[src/ufc_defs.svh]
// Register offsets, field positions, reset values and level constants of the flow block
`ifndef UFC_DEFS_SVH
`define UFC_DEFS_SVH

// Register offsets
`define UFC_ADDR_STATUS 8'h02
`define UFC_ADDR_FLOW_LEVEL 8'h0f
`define UFC_ADDR_RX_LEVEL 8'h12
`define UFC_ADDR_FLOW_CFG 8'h13
`define UFC_ADDR_RESUME_ONE 8'h14
`define UFC_ADDR_RESUME_TWO 8'h15
`define UFC_ADDR_HALT_ONE 8'h16
`define UFC_ADDR_HALT_TWO 8'h17

// Reset values
`define UFC_RST_BYTE 8'h00

// Flow control register fields
`define UFC_TX_SET1_BIT 7
`define UFC_TX_SET2_BIT 6
`define UFC_RX_SET1_BIT 5
`define UFC_RX_SET2_BIT 4
`define UFC_SOFT_EN_BIT 3
`define UFC_PIN_ADDR_BIT 2
`define UFC_AUTO_CTS_BIT 1
`define UFC_AUTO_RTS_BIT 0

// Status register field
`define UFC_CTS_FLAG_BIT 7

// Flow level register fields and threshold step
`define UFC_RESUME_MSB 7
`define UFC_RESUME_LSB 4
`define UFC_HALT_MSB 3
`define UFC_HALT_LSB 0
`define UFC_THR_SHIFT 3

// Staging buffer size
`define UFC_BUF_WIDTH 8
`define UFC_BUF_DEPTH 8

`endif

[src/ufc_pkg.sv]
// Types shared by the flow control block
package ufc_pkg;

    // Receive pairing states, Gray coded
    typedef enum logic [1:0] {
        UFC_RX_IDLE = 2'b00,
        UFC_RX_RESUME_LO = 2'b01,
        UFC_RX_HALT_LO = 2'b11
    } ufc_rx_state_t;

    // Transmit flow character states, Gray coded
    typedef enum logic [1:0] {
        UFC_TX_IDLE = 2'b00,
        UFC_TX_FIRST = 2'b01,
        UFC_TX_SECOND = 2'b11
    } ufc_tx_state_t;

endpackage

[src/ufc_stream_if.sv]
// Valid/ready byte stream between the flow block and its staging buffer
`timescale 1ns/1ps
interface ufc_stream_if #(parameter int WIDTH = 8);
    logic valid;
    logic ready;
    logic [WIDTH-1:0] data;

    // Producer end
    modport source (output valid, output data, input ready);
    // Consumer end
    modport sink (input valid, input data, output ready);
endinterface

[src/ufc_fifo.sv]
// Parameterised FIFO with a registered output word
`timescale 1ns/1ps
module ufc_fifo #(
    parameter int WIDTH = 8,
    parameter int DEPTH = 8
) (
    input wire logic clk_sys,
    input wire logic srst,
    ufc_stream_if.sink wr,
    ufc_stream_if.source rd,
    output logic [$clog2(DEPTH+1)-1:0] level
);
    localparam int AW = $clog2(DEPTH);
    localparam int CW = $clog2(DEPTH+1);
    localparam logic [CW-1:0] FULL = CW'(DEPTH);

    logic [WIDTH-1:0] mem [DEPTH]; // Storage words
    logic [AW-1:0] wp; // Write pointer
    logic [AW-1:0] rp; // Read pointer
    logic [CW-1:0] cnt; // Words held in storage
    logic out_valid; // Output register holds a word
    logic [WIDTH-1:0] out_data; // Output register
    logic push; // Word taken in
    logic load; // Word moved to the output register

    assign wr.ready = (cnt != FULL);
    assign push = wr.valid && wr.ready;
    assign load = (cnt != '0) && (!out_valid || rd.ready);
    assign rd.valid = out_valid;
    assign rd.data = out_data;
    assign level = cnt + CW'(out_valid);

    // Storage write
    always_ff @(posedge clk_sys) begin
        if (push) begin
            mem[wp] <= wr.data;
        end
    end

    // Pointers and count
    always_ff @(posedge clk_sys) begin
        if (srst) begin
            wp <= '0;
            rp <= '0;
            cnt <= '0;
        end else begin
            if (push) begin
                wp <= (wp == AW'(DEPTH-1)) ? '0 : wp + 1'b1;
            end
            if (load) begin
                rp <= (rp == AW'(DEPTH-1)) ? '0 : rp + 1'b1;
            end
            cnt <= cnt + CW'(push) - CW'(load);
        end
    end

    // Output register, refilled when empty or drained
    always_ff @(posedge clk_sys) begin
        if (srst) begin
            out_valid <= 1'b0;
            out_data <= '0;
        end else if (load) begin
            out_valid <= 1'b1;
            out_data <= mem[rp];
        end else if (rd.ready) begin
            out_valid <= 1'b0;
        end
    end
endmodule

[src/ufc_top.sv]
// Flow control and special character logic of one UART channel
// Functional notes
// - Transmit select bits pick emitted halt/resume characters
// - Receive select bits pick compared and detected sets
// - All select bits zero disables flow characters and detection, not auto CTS/RTS
// - Matched flow characters never enter receive buffer
// - Detection only mode never pauses transmitter
// - Both on: set one flows, set two detects
// - Soft enable turns on automatic software flow
// - Pin match: halt two high nibble plus pins
// - Halt two reads back stored value always
// - Auto clear-to-send stops transmitter on high CTS
// - Any CTS change sets sticky change flag
// - Auto request-to-send follows receive level thresholds
// - Double mode: resume one is low byte
// - Double mode: resume two is high byte
// - Thresholds are eight times level fields
// - Double mode: halt one low, two high
`timescale 1ns/1ps
`include "ufc_defs.svh"
module ufc_top (
    input wire logic clk_sys,
    input wire logic srst,
    input wire logic reg_wr,
    input wire logic reg_rd,
    input wire logic [7:0] reg_addr,
    input wire logic [7:0] reg_wdata,
    output logic [7:0] reg_rdata,
    input wire logic special_detect_enable,
    input wire logic [3:0] gpio_in,
    input wire logic [7:0] rx_fifo_level,
    input wire logic rx_valid,
    input wire logic [7:0] rx_data,
    output logic rx_ready,
    output logic buf_valid,
    output logic [7:0] buf_data,
    input wire logic buf_ready,
    output logic fc_tx_valid,
    output logic [7:0] fc_tx_data,
    input wire logic fc_tx_ready,
    input wire logic cts_n,
    output logic rts_n,
    output logic tx_stop,
    output logic special_hit
);
    import ufc_pkg::*;

    logic [7:0] flow_control_config; // Flow control register
    logic [7:0] resume_char_one; // First resume character
    logic [7:0] resume_char_two; // Second resume character
    logic [7:0] halt_char_one; // First halt character
    logic [7:0] halt_char_two; // Second halt character
    logic [7:0] flow_level; // Halt and resume thresholds
    logic cts_change_flag; // Sticky CTS change flag
    logic cts_n_prev; // CTS level of the last cycle
    logic remote_halted; // Remote station asked us to halt
    logic halt_sent; // Our halt was sent, resume pending
    ufc_rx_state_t rx_state; // Receive pairing state
    ufc_rx_state_t next_rx_state;
    ufc_tx_state_t tx_state; // Transmit flow character state
    logic [7:0] held_byte; // Low byte waiting for its pair
    logic tx_is_halt; // Current emission is a halt

    // Decoded configuration
    logic soft_flow_enable;
    logic pin_address_match;
    logic auto_clear_to_send;
    logic auto_request_to_send;
    logic tx_set1;
    logic tx_set2;
    logic rx_set1;
    logic rx_set2;
    logic both_mode;
    logic rx_flow_on;
    logic rx_flow_double;
    logic [7:0] special_halt_two;
    logic [7:0] halt_thr;
    logic [7:0] resume_thr;

    // Combinational receive decisions
    logic take;
    logic push;
    logic [7:0] push_data;
    logic act_halt;
    logic act_resume;
    logic detect;
    logic cts_change;
    logic status_read;

    ufc_stream_if #(.WIDTH(`UFC_BUF_WIDTH)) buf_in ();
    ufc_stream_if #(.WIDTH(`UFC_BUF_WIDTH)) buf_out ();

    // Single-character match against the chosen sets
    function automatic logic match_set(input logic [7:0] c, input logic s1, input logic s2,
                                       input logic [7:0] a1, input logic [7:0] a2);
        match_set = (s1 && (c == a1)) || (s2 && (c == a2));
    endfunction

    assign soft_flow_enable = flow_control_config[`UFC_SOFT_EN_BIT];
    assign pin_address_match = flow_control_config[`UFC_PIN_ADDR_BIT];
    assign auto_clear_to_send = flow_control_config[`UFC_AUTO_CTS_BIT];
    assign auto_request_to_send = flow_control_config[`UFC_AUTO_RTS_BIT];
    assign tx_set1 = flow_control_config[`UFC_TX_SET1_BIT];
    assign tx_set2 = flow_control_config[`UFC_TX_SET2_BIT];
    assign rx_set1 = flow_control_config[`UFC_RX_SET1_BIT];
    assign rx_set2 = flow_control_config[`UFC_RX_SET2_BIT];
    // set one flows, set two detects
    assign both_mode = soft_flow_enable && special_detect_enable;
    assign rx_flow_on = soft_flow_enable && (rx_set1 || rx_set2);
    assign rx_flow_double = rx_flow_on && !both_mode && rx_set1 && rx_set2;
    // pins form low nibble of special character
    assign special_halt_two = pin_address_match ? {halt_char_two[7:4], gpio_in} : halt_char_two;
    // thresholds are eight times the fields
    assign halt_thr = {flow_level[`UFC_HALT_MSB:`UFC_HALT_LSB], 4'h0} >> 1;
    assign resume_thr = {flow_level[`UFC_RESUME_MSB:`UFC_RESUME_LSB], 4'h0} >> 1;

    assign cts_change = (cts_n != cts_n_prev);
    assign status_read = reg_rd && (reg_addr == `UFC_ADDR_STATUS);

    // Register writes
    always_ff @(posedge clk_sys) begin
        if (srst) begin
            flow_control_config <= `UFC_RST_BYTE;
            resume_char_one <= `UFC_RST_BYTE;
            resume_char_two <= `UFC_RST_BYTE;
            halt_char_one <= `UFC_RST_BYTE;
            halt_char_two <= `UFC_RST_BYTE;
            flow_level <= `UFC_RST_BYTE;
        end else if (reg_wr) begin
            case (reg_addr)
                `UFC_ADDR_FLOW_CFG: flow_control_config <= reg_wdata;
                `UFC_ADDR_RESUME_ONE: resume_char_one <= reg_wdata;
                `UFC_ADDR_RESUME_TWO: resume_char_two <= reg_wdata;
                `UFC_ADDR_HALT_ONE: halt_char_one <= reg_wdata;
                `UFC_ADDR_HALT_TWO: halt_char_two <= reg_wdata;
                `UFC_ADDR_FLOW_LEVEL: flow_level <= reg_wdata;
                default: begin
                end
            endcase
        end
    end

    // Registered read data, unmapped offsets read zero
    always_ff @(posedge clk_sys) begin
        if (srst) begin
            reg_rdata <= `UFC_RST_BYTE;
        end else if (reg_rd) begin
            case (reg_addr)
                `UFC_ADDR_STATUS: reg_rdata <= {cts_change_flag, 7'h00};
                `UFC_ADDR_FLOW_LEVEL: reg_rdata <= flow_level;
                `UFC_ADDR_RX_LEVEL: reg_rdata <= rx_fifo_level;
                `UFC_ADDR_FLOW_CFG: reg_rdata <= flow_control_config;
                `UFC_ADDR_RESUME_ONE: reg_rdata <= resume_char_one;
                `UFC_ADDR_RESUME_TWO: reg_rdata <= resume_char_two;
                `UFC_ADDR_HALT_ONE: reg_rdata <= halt_char_one;
                `UFC_ADDR_HALT_TWO: reg_rdata <= halt_char_two;
                default: reg_rdata <= 8'h00;
            endcase
        end
    end

    // CTS edge tracking
    always_ff @(posedge clk_sys) begin
        if (srst) begin
            cts_n_prev <= 1'b1;
        end else begin
            cts_n_prev <= cts_n;
        end
    end

    // Sticky CTS change flag, cleared by a status read, set wins
    always_ff @(posedge clk_sys) begin
        if (srst) begin
            cts_change_flag <= 1'b0;
        end else if (cts_change) begin
            cts_change_flag <= 1'b1;
        end else if (status_read) begin
            cts_change_flag <= 1'b0;
        end
    end

    // Receive classification: pairing, filtering, detection
    always_comb begin
        next_rx_state = rx_state;
        take = 1'b0;
        push = 1'b0;
        push_data = rx_data;
        act_halt = 1'b0;
        act_resume = 1'b0;
        detect = 1'b0;
        if (rx_state != UFC_RX_IDLE) begin
            if (rx_valid) begin
                if (rx_state == UFC_RX_RESUME_LO && rx_data == resume_char_two) begin
                    take = 1'b1;
                    act_resume = 1'b1;
                    next_rx_state = UFC_RX_IDLE;
                end else if (rx_state == UFC_RX_HALT_LO && rx_data == halt_char_two) begin
                    take = 1'b1;
                    act_halt = 1'b1;
                    next_rx_state = UFC_RX_IDLE;
                end else begin
                    // Broken pair: release the held byte, new byte waits
                    push = 1'b1;
                    push_data = held_byte;
                    if (buf_in.ready) begin
                        next_rx_state = UFC_RX_IDLE;
                    end
                end
            end
        end else if (rx_valid) begin
            if (rx_flow_double && rx_data == resume_char_one) begin
                take = 1'b1;
                next_rx_state = UFC_RX_RESUME_LO;
            end else if (rx_flow_double && rx_data == halt_char_one) begin
                take = 1'b1;
                next_rx_state = UFC_RX_HALT_LO;
            end else if (rx_flow_on && !rx_flow_double && match_set(rx_data,
                         rx_set1 || both_mode, rx_set2 && !both_mode,
                         resume_char_one, resume_char_two)) begin
                take = 1'b1;
                act_resume = 1'b1;
            end else if (rx_flow_on && !rx_flow_double && match_set(rx_data,
                         rx_set1 || both_mode, rx_set2 && !both_mode,
                         halt_char_one, halt_char_two)) begin
                take = 1'b1;
                act_halt = 1'b1;
            end else begin
                push = 1'b1;
                take = buf_in.ready;
                // set two detects when both on
                if (both_mode) begin
                    detect = rx_set2 && ((rx_data == resume_char_two) ||
                             (rx_data == special_halt_two));
                end else if (special_detect_enable && !soft_flow_enable) begin
                    detect = match_set(rx_data, rx_set1, rx_set2,
                                       resume_char_one, resume_char_two) ||
                             match_set(rx_data, rx_set1, rx_set2,
                                       halt_char_one, special_halt_two);
                end
            end
        end
    end

    assign rx_ready = take;
    assign buf_in.valid = push;
    assign buf_in.data = push_data;

    // Pairing state and held low byte
    always_ff @(posedge clk_sys) begin
        if (srst) begin
            rx_state <= UFC_RX_IDLE;
            held_byte <= 8'h00;
        end else begin
            rx_state <= next_rx_state;
            if (take && next_rx_state != UFC_RX_IDLE) begin
                held_byte <= rx_data;
            end
        end
    end

    // Special character pulse
    always_ff @(posedge clk_sys) begin
        if (srst) begin
            special_hit <= 1'b0;
        end else begin
            special_hit <= detect && take;
        end
    end

    // Remote halt state from received flow characters
    always_ff @(posedge clk_sys) begin
        if (srst) begin
            remote_halted <= 1'b0;
        // no flow control with field off
        end else if (!rx_flow_on) begin
            remote_halted <= 1'b0;
        end else if (act_halt) begin
            remote_halted <= 1'b1;
        end else if (act_resume) begin
            remote_halted <= 1'b0;
        end
    end

    // Transmitter stop: software halt or CTS high under auto CTS
    always_ff @(posedge clk_sys) begin
        if (srst) begin
            tx_stop <= 1'b0;
        end else begin
            // host turns transmitter off before enabling
            tx_stop <= remote_halted || (auto_clear_to_send && cts_n);
        end
    end

    // Request-to-send from receive level with hysteresis
    always_ff @(posedge clk_sys) begin
        if (srst) begin
            rts_n <= 1'b1;
        end else if (!auto_request_to_send) begin
            rts_n <= 1'b1;
        end else if (rx_fifo_level >= halt_thr) begin
            rts_n <= 1'b1;
        end else if (rx_fifo_level <= resume_thr) begin
            rts_n <= 1'b0;
        end
    end

    // Emission of halt and resume characters
    always_ff @(posedge clk_sys) begin
        if (srst) begin
            tx_state <= UFC_TX_IDLE;
            halt_sent <= 1'b0;
            tx_is_halt <= 1'b0;
            fc_tx_valid <= 1'b0;
            fc_tx_data <= 8'h00;
        end else begin
            case (tx_state)
                UFC_TX_IDLE: begin
                    fc_tx_valid <= 1'b0;
                    // emission only with transmit bits set
                    if (!soft_flow_enable || !(tx_set1 || tx_set2)) begin
                        halt_sent <= 1'b0;
                    end else if (!halt_sent && rx_fifo_level >= halt_thr) begin
                        halt_sent <= 1'b1;
                        tx_is_halt <= 1'b1;
                        fc_tx_valid <= 1'b1;
                        fc_tx_data <= tx_set1 ? halt_char_one : halt_char_two;
                        tx_state <= UFC_TX_FIRST;
                    end else if (halt_sent && rx_fifo_level <= resume_thr) begin
                        // resume one first in double mode
                        halt_sent <= 1'b0;
                        tx_is_halt <= 1'b0;
                        fc_tx_valid <= 1'b1;
                        fc_tx_data <= tx_set1 ? resume_char_one : resume_char_two;
                        tx_state <= UFC_TX_FIRST;
                    end
                end
                UFC_TX_FIRST: begin
                    if (fc_tx_ready) begin
                        if (tx_set1 && tx_set2) begin
                            fc_tx_data <= tx_is_halt ? halt_char_two : resume_char_two;
                            tx_state <= UFC_TX_SECOND;
                        end else begin
                            fc_tx_valid <= 1'b0;
                            tx_state <= UFC_TX_IDLE;
                        end
                    end
                end
                UFC_TX_SECOND: begin
                    if (fc_tx_ready) begin
                        fc_tx_valid <= 1'b0;
                        tx_state <= UFC_TX_IDLE;
                    end
                end
                default: begin
                    fc_tx_valid <= 1'b0;
                    tx_state <= UFC_TX_IDLE;
                end
            endcase
        end
    end

    // Staging buffer between receiver and host side
    ufc_fifo #(.WIDTH(`UFC_BUF_WIDTH), .DEPTH(`UFC_BUF_DEPTH)) u_buf (
        .clk_sys(clk_sys),
        .srst(srst),
        .wr(buf_in),
        .rd(buf_out),
        .level()
    );

    assign buf_valid = buf_out.valid;
    assign buf_data = buf_out.data;
    assign buf_out.ready = buf_ready;
endmodule

[config.mk]
export PLATFORM = sky130hd
export DESIGN_NAME = ufc_top
export DESIGN_NICKNAME = d
export VERILOG_FILES = /design/src/ufc_pkg.sv /design/src/ufc_stream_if.sv /design/src/ufc_fifo.sv /design/src/ufc_top.sv
export VERILOG_INCLUDE_DIRS = /design/src
export SDC_FILE = /design/constraint.sdc
export NUM_CORES = 1
export LEC_CHECK = 0
export BUFFER_PORTS_ARGS = -buffer_cell sky130_fd_sc_hd__buf_2
export CAP_MARGIN = 20
export CORE_AREA = 2 2 157 159
export DETAILED_ROUTE_END_ITERATION = 6
export DIE_AREA = 0 0 159 161
export GPL_TIMING_DRIVEN = 0
export SLEW_MARGIN = 20
export SYNTH_ARGS = -nofsm -noshare
export SYNTH_HDL_FRONTEND = slang
export SYNTH_SLANG_ARGS = --single-unit
export TNS_END_PERCENT = 10
[constraint.sdc]
create_clock -name clk_sys -period 3.7 [get_ports clk_sys]
set_clock_uncertainty 0.15 [all_clocks]
set_input_delay 0 -clock clk_sys [delete_from_list [all_inputs] [get_ports clk_sys]]
set_output_delay 0 -clock clk_sys [all_outputs]
set_load 0.01 [all_outputs]
==> out/metrics.cfg, run 1 <==
[logic_synthesis]
yosysWarnings = 0
synth-edff-count = 64
synth_nets = 818
yosysSeqAreaShare_pct = 48.8
synth_async_sr_flop_share_pct = 0
synthFlopType = dfxtp_1
syn_inst = 754
ys_ff_latch = 168
synth.avg_cell_area_um2 = 10.9
netlist_area_mm2 = 0.00821
synth.distinct_cells = 66

[clock_tree]
clk_path_buf_depth = 2
clock_latency_ps = 440
cts_sinks = 168
clk_pin_slew_ps = 70
cts_made_buffers = 17
cts-resized-gates = 0
cts-root-buf = clkbuf_16
cts_tree = yes
cts_htree_levels = 4

[setup_path]
crit_chain = xnor2_1, nand4_1, nor3_1, o21a_1, a211oi_2, o2111a_1, buf_2, nand2b_1, nor3b_2
cp_top_family = simple AND/OR/NAND/NOR gates
arrival_ps = 3300
cp-start-kind = register
r2r_slack_ps = 310
critPathMaxStageDelay_ps = 700
cp_slowest_cell = nor3b_2
endpoint_kind = register
worst-path-buf-inv = 1
path_class = reg2reg
critPathMaxFanout = 8
crit_required_ps = 3610

[power]
p_total_mw = 4.87
combPwrFrac_pct = 21.2
power.share.clock_pct = 35.6
power_density_mw_per_mm2 = 491
swShare_pct = 28.9
power_switching_mw = 1.41
p_int_mw = 3.46
leakagePower_nw = 3.57
seqPwrFrac_pct = 43.2
ir_drop_uv = 332

[route]
routed_wl_um = 21300
wl_per_cell_um = 17.6
drt_iter0_drc = 414
drc = 0
viasPerCell = 5.09
first_pass_iters = 5
vias = 6169
final_antenna_net_count = 0

[global_route]
grt-ovfl-total = 0
grt_max_degree = 17
grt.total_usage_pct = 16.9
antenna_found_initial = 1
grt_pass1_wl_um = 33400
grt_pass1_vias = 5963

[timing]
hold_slack_ps = 28.3
setup_viol = 0
hold_viol = 0
rsz0062_at_grt = no
fin_crit_sh_pct = 91.6
fin_setup_tns_ps = 0
layout_min_cycle_time_ps = 3390
setup_slack_ps = 309
slew_headroom_pct = 44.6
fmax_mhz = 295
tightest_slew_ps = 826
slew_violations = 0

[floorplan]
start_util_pct = 34.3
fp.dieH_um = 161
die_w_um = 159
dieArea_mm2 = 0.0256
rows = 57
ios = 75
coreArea_mm2 = 0.0240

[layout]
area_delta_synth_final_pct = 20.7
drive_gt1_share_pct = 18.2
n_antenna_cell = 0
fin_cells = 1211
nNetsFinal = 938
fin_util_pct = 41.3
fin_area_mm2 = 0.00991

[min_path]
hold_class = in2reg

[placement]
dp_hpwl_um = 15500
place.port_buffers = 64
pre_cts_slack_ps = 333
post_dp_cell_area_mm2 = 0.00897
gp_congestion = 0.842
dp.cells = 1142

[run_status]
status = finished clean

[job]
maxCapViolCount = 0

==> final cells by class <==
class / instances / area (um2)
Fill cell: 2348 / 14100
Inverter: 20 / 75.1
Clock inverter: 14 / 141
Multi-Input combinational cell: 521 / 3910
Tap cell: 324 / 405
Clock buffer: 18 / 429
Buffer: 45 / 255
Timing Repair Buffer: 101 / 691
Sequential cell: 168 / 4000
==> synthesized netlist by cell type (all sizes together) (6+ instances only) <==
master / n / share of area, %
buf: 18 / 1.8
a221o: 7 / 0.85
xor2: 9 / 0.96
or3: 8 / 0.61
ha: 18 / 2.7
nor3b: 6 / 0.55
o22ai: 8 / 0.61
nand2: 56 / 2.6
nor3: 11 / 0.79
nand3: 23 / 1.4
clkbuf: 26 / 1.2
nand4: 8 / 0.69
nor2b: 12 / 0.91
nor2: 86 / 3.9
a21oi: 54 / 3.3
a211oi: 13 / 1.3
xnor2: 30 / 3.2
o21ai: 9 / 0.55
dfxtp: 104 / 25
a22o: 9 / 0.96
o211ai: 8 / 0.73
mux2: 9 / 1.2
mux4: 24 / 6.6
nand2b: 7 / 0.53
mux2i: 61 / 7.4
inv: 20 / 0.91
edfxtp: 64 / 23
==> logic make-up (layout without fill, tap and decap cells) <==
kind of cell    count (synthesis)  count (layout)  share of synthesized area (%)
mux                            94              94                           15.3
buf+inv                        65             198                           4.02
simple gates                  237             237                           13.8
xor+xnor                       39              39                           4.16
flops                         168             168                           48.8
fa+ha+maj                      19              19                           2.99
compound gates                132             132                           11.0
==> worst min-delay path: stages <==
cell and delay, ps:
buf_2 170, nor3b_1 200, nand3b_1 90, a21oi_1 60, nor2_1 70
==> layout by cell type, fill, tap and decap left out, types with 8 or more instances in the layout <==
cell,synthesis,final
ha_1,18,18
nor2b_1,12,12
buf_2,4,68
inv_1,20,20
o211ai_1,8,8
o22ai_1,8,8
a21oi_1,54,54
dlygate4sd3_1,0,37
buf_6,8,8
nor2_1,86,86
xnor2_1,30,30
mux2i_1,61,61
a22o_1,9,9
clkbuf_1,25,26
o21ai_0,8,8
xor2_1,9,9
or3_1,8,8
a211oi_1,11,11
mux2_2,9,9
nand2_1,56,56
clkbuf_16,0,17
dfxtp_1,104,104
edfxtp_1,64,64
nand3_1,23,23
mux4_2,24,24
==> path summary, 6_finish.rpt <==
check	end	cells after the start	from
max	u_buf.mem[4][4]$_DFFE_PP_	9	halt_char_two[0]$_SDFFE_PP0P_
max reg2reg	u_buf.mem[4][4]$_DFFE_PP_	9	halt_char_two[0]$_SDFFE_PP0P_
min	cts_change_flag$_SDFFE_PP0P_	5	reg_addr[1]
min reg2reg	fc_tx_data[1]$_SDFFE_PP0P_	2	fc_tx_data[1]$_SDFFE_PP0P_
==> metal layers <==
metal	GRT usage (%)	vias to the layer above	wire [um]
met5	0	-	13
met3	2.85	24	995
met2	27.5	153	10000
met4	5.74	2	310
met1	23.0	2971	9960
li1	-	3019	-
==> sequential cells by signal, summed over array words and instances (netlist names), 2 cells and up <==
name                 count
fc_tx_data               8
flow_control_config      8
flow_level               8
halt_char_one            8
halt_char_two            8
held_byte                8
reg_rdata                8
resume_char_one          8
resume_char_two          8
rx_state                 2
tx_state                 2
u_buf.cnt                4
u_buf.mem               64
u_buf.rd.data            8
u_buf.rp                 3
u_buf.wp                 3
==> power groups by stage <==
stage	clock network (mW)	registers (mW)	logic (mW)
6_report	1.73	2.10	1.03
3_3_place_gp	0	2.14	0.996
3_5_place_dp	0	2.14	1.02
2_1_floorplan	0	2.15	0.701
5_1_grt	1.83	2.11	1.15
4_1_cts	1.76	2.10	1.05
==> what timing repair did <==
action | 4_1_cts | 5_1_grt
setup endpoints to repair | 0 | 0
buffers inserted | 0 | 0
endpoints found under the hold margin | 143 | 0
hold buffers | 37 | 0
(Power assumes the default switching activity.)
==> run 2, diff against run 1 <==
--- a/config.mk
+++ b/config.mk
@@ -6,11 +6,12 @@
 export SDC_FILE = /design/constraint.sdc
 export NUM_CORES = 1
 export LEC_CHECK = 0
+export ABC_AREA = 1
 export BUFFER_PORTS_ARGS = -buffer_cell sky130_fd_sc_hd__buf_2
 export CAP_MARGIN = 20
-export CORE_AREA = 2 2 157 159
+export CORE_AREA = 2 2 160 162
 export DETAILED_ROUTE_END_ITERATION = 6
-export DIE_AREA = 0 0 159 161
+export DIE_AREA = 0 0 162 164
 export GPL_TIMING_DRIVEN = 0
 export SLEW_MARGIN = 20
 export SYNTH_ARGS = -nofsm -noshare
==> run 2 against run 1 <==
Sequential share of layout area decreased by 1.7 points; critical path depth increased by 5; sequential power about the same; critical path type unchanged; largest cell class unchanged.
==> out/metrics.cfg, run 2 <==
[run_status]
status = finished clean

[floorplan]
coreArea_mm2 = 0.0248
dieArea_mm2 = 0.0266
fp.dieH_um = 164
ios = 75
die_w_um = 162
rows = 58
start_util_pct = 34.5

[global_route]
grt-ovfl-total = 0
grt_pass1_vias = 7266
grt_pass1_wl_um = 39800
grt_max_degree = 19
grt.total_usage_pct = 19.5
antenna_found_initial = 0

[timing]
layout_min_cycle_time_ps = 2830
fmax_mhz = 354
fin_setup_tns_ps = 0
slew_violations = 0
hold_viol = 0
slew_headroom_pct = 42.7
setup_slack_ps = 873
hold_slack_ps = 3.73
rsz0062_at_grt = no
setup_viol = 0
fin_crit_sh_pct = 76.4
tightest_slew_ps = 859

[logic_synthesis]
synth_top_area_share_pct = 24.3
synth_area_leaders = dfxtp_1, edfxtp_1, nand2_1
synth_async_sr_flop_share_pct = 0
yosys.area.top_type = dfxtp_1
yosysMostFrequentCell = nand2_1
ys_top_cells_by_count = nand2_1, o21ai_0, nor2_1
netlist_area_mm2 = 0.00856
synth.avg_cell_area_um2 = 8.22
synth-edff-count = 64
synth_nets = 1106
synthFlopType = dfxtp_1
yosysWarnings = 0
syn_inst = 1042
yosysSeqAreaShare_pct = 46.8
ys_ff_latch = 168
synth.distinct_cells = 49

[route]
viasPerCell = 5.04
final_antenna_net_count = 0
first_pass_iters = 5
wl_per_cell_um = 16.7
vias = 7593
routed_wl_um = 25200
drc = 0
drt_iter0_drc = 507

[power]
p_int_mw = 3.57
leakagePower_nw = 4.01
power.share.clock_pct = 36.0
combPwrFrac_pct = 23.9
seqPwrFrac_pct = 40.1
ir_drop_uv = 287
power_density_mw_per_mm2 = 514
power_switching_mw = 1.74
swShare_pct = 32.8

[setup_path]
cp_slowest_cell = fa_1
path_class = reg2reg
worst_r2r_path_depth = 14
endpoint_kind = register
worst-path-buf-inv = 1
critPathMaxFanout = 5
cp-start-kind = register
reg2reg_from = resume_char_two[4]$_SDFFE_PP0P_
cp_top_family = simple AND/OR/NAND/NOR gates
worstReg2RegEnd = u_buf.cnt[2]$_SDFF_PP0_
crit_required_ps = 3860
arrival_ps = 2990
crit_chain = xnor2_1, nand2_1, nor2_4, nand3_1, nand2_1, nand2_1, nand3_2, nand2_1, nand2_2, inv_1, ha_1, fa_1, xnor2_1, nor2_1
critPathMaxStageDelay_ps = 410
r2r_slack_ps = 870
cp_common_cell = nand2_1

[layout]
largest_reg_flops = 64
n_antenna_cell = 0
nNetsFinal = 1229
final_cell_mix = nand2_1, o21ai_0, nor2_1
ff_latch_area_mm2 = 0.00400
fin_util_pct = 41.6
top_register = u_buf.mem
multi_input_area_mm2 = 0.00394
drive_gt1_share_pct = 15.8
area_delta_synth_final_pct = 20.7
n_fill_cell = 2545
final_common_cell = nand2_1

[clock_tree]
clock_latency_ps = 450
clk_pin_slew_ps = 80
cts-root-buf = clkbuf_16
cts_sinks = 168
cts_tree = yes
post-cts-setup-buffers = 0
cts_made_buffers = 17
clk_path_buf_depth = 2
cts_htree_levels = 4

[placement]
gp_congestion = 0.960
pre_cts_slack_ps = 726
place.port_buffers = 66
dp_hpwl_um = 18900

[job]
maxCapViolCount = 0

[min_path]
hp-start = reg_addr[1]
holdPathEnd = reg_rdata[1]$_SDFFE_PP0P_
worstHoldPathCells = 6
hold_class = in2reg

[run 2: how the worst max path moves through the flow]
stage,startpoint,endpoint,depth (start not counted)
final,resume_char_two[4]$_SDFFE_PP0P_,u_buf.cnt[2]$_SDFF_PP0_,14
after floorplan,flow_control_config[4]$_SDFFE_PP0P_,u_buf.mem[0][0]$_DFFE_PP_,11
after detailed placement,flow_control_config[3]$_SDFFE_PP0P_,u_buf.mem[7][6]$_DFFE_PP_,10
after global routing,flow_control_config[3]$_SDFFE_PP0P_,u_buf.cnt[2]$_SDFF_PP0_,13
after CTS,flow_control_config[3]$_SDFFE_PP0P_,u_buf.mem[7][1]$_DFFE_PP_,10
after global placement,resume_char_two[4]$_SDFFE_PP0P_,u_buf.mem[1][6]$_DFFE_PP_,11
[run 2: power by group through the flow]
stage / logic, mW / registers, mW / clock network, mW
5_1_grt: 1.43 / 2.15 / 2.01
3_3_place_gp: 1.22 / 2.17 / 0
4_1_cts: 1.29 / 2.13 / 1.94
6_report: 1.27 / 2.13 / 1.91
3_5_place_dp: 1.26 / 2.17 / 0
2_1_floorplan: 0.836 / 2.18 / 0
[run 2: kinds of logic after synthesis]
logic type / synth area share (%)
compound gates: 17.1
xor+xnor: 2.65
fa+ha+maj: 2.86
buf+inv: 7.63
flops: 46.8
mux: 0.935
simple gates: 22.1
[run 2: layer usage]
metal | track usage [%] | share of wire, % | up-vias | wire (um)
met4 | 8.41 | 3.6 | 0 | 908
met2 | 33.2 | 49 | 266 | 12300
met5 | 0 | 0 | - | 0
li1 | - | - | 3760 | -
met1 | 24.3 | 42 | 3517 | 10600
met3 | 3.48 | 5.7 | 50 | 1430
[run 2: cell type report]
| class | count | share of cell area [%] |
|---|---|---|
| clock inverters | 15 | 1.90 |
| well taps | 330 | 3.99 |
| plain buffers | 46 | 2.17 |
| clock buffers | 17 | 4.12 |
| repair buffers | 104 | 6.83 |
| multi-input cells | 715 | 38.1 |
| inverters | 113 | 4.15 |
| flip-flops and latches | 168 | 38.7 |
[run 2: tightest hold or removal path, cell delays in order]
cell	delay, ps
buf_2	150
nor3_4	90
nand2_1	70
nand4_1	110
nand2_1	70
a21oi_1	50
[run 2: what timing repair did]
item / 4_1_cts / 5_1_grt
hold buffers: 37 / 0
endpoints found under the hold margin: 93 / 0
resized for setup: 0 / 0
[run 2: metrics by stage]
stage / power [mW] / cells / cell area [um2]
floorplan: 3.02 / 1042 / 8560
global placement: 3.39 / 1438 / 9300
detailed placement: 3.43 / 1439 / 9340
CTS: 5.36 / 1508 / 10300
global route: 5.59 / 1508 / 10300
finish: 5.31 / 1508 / 10300
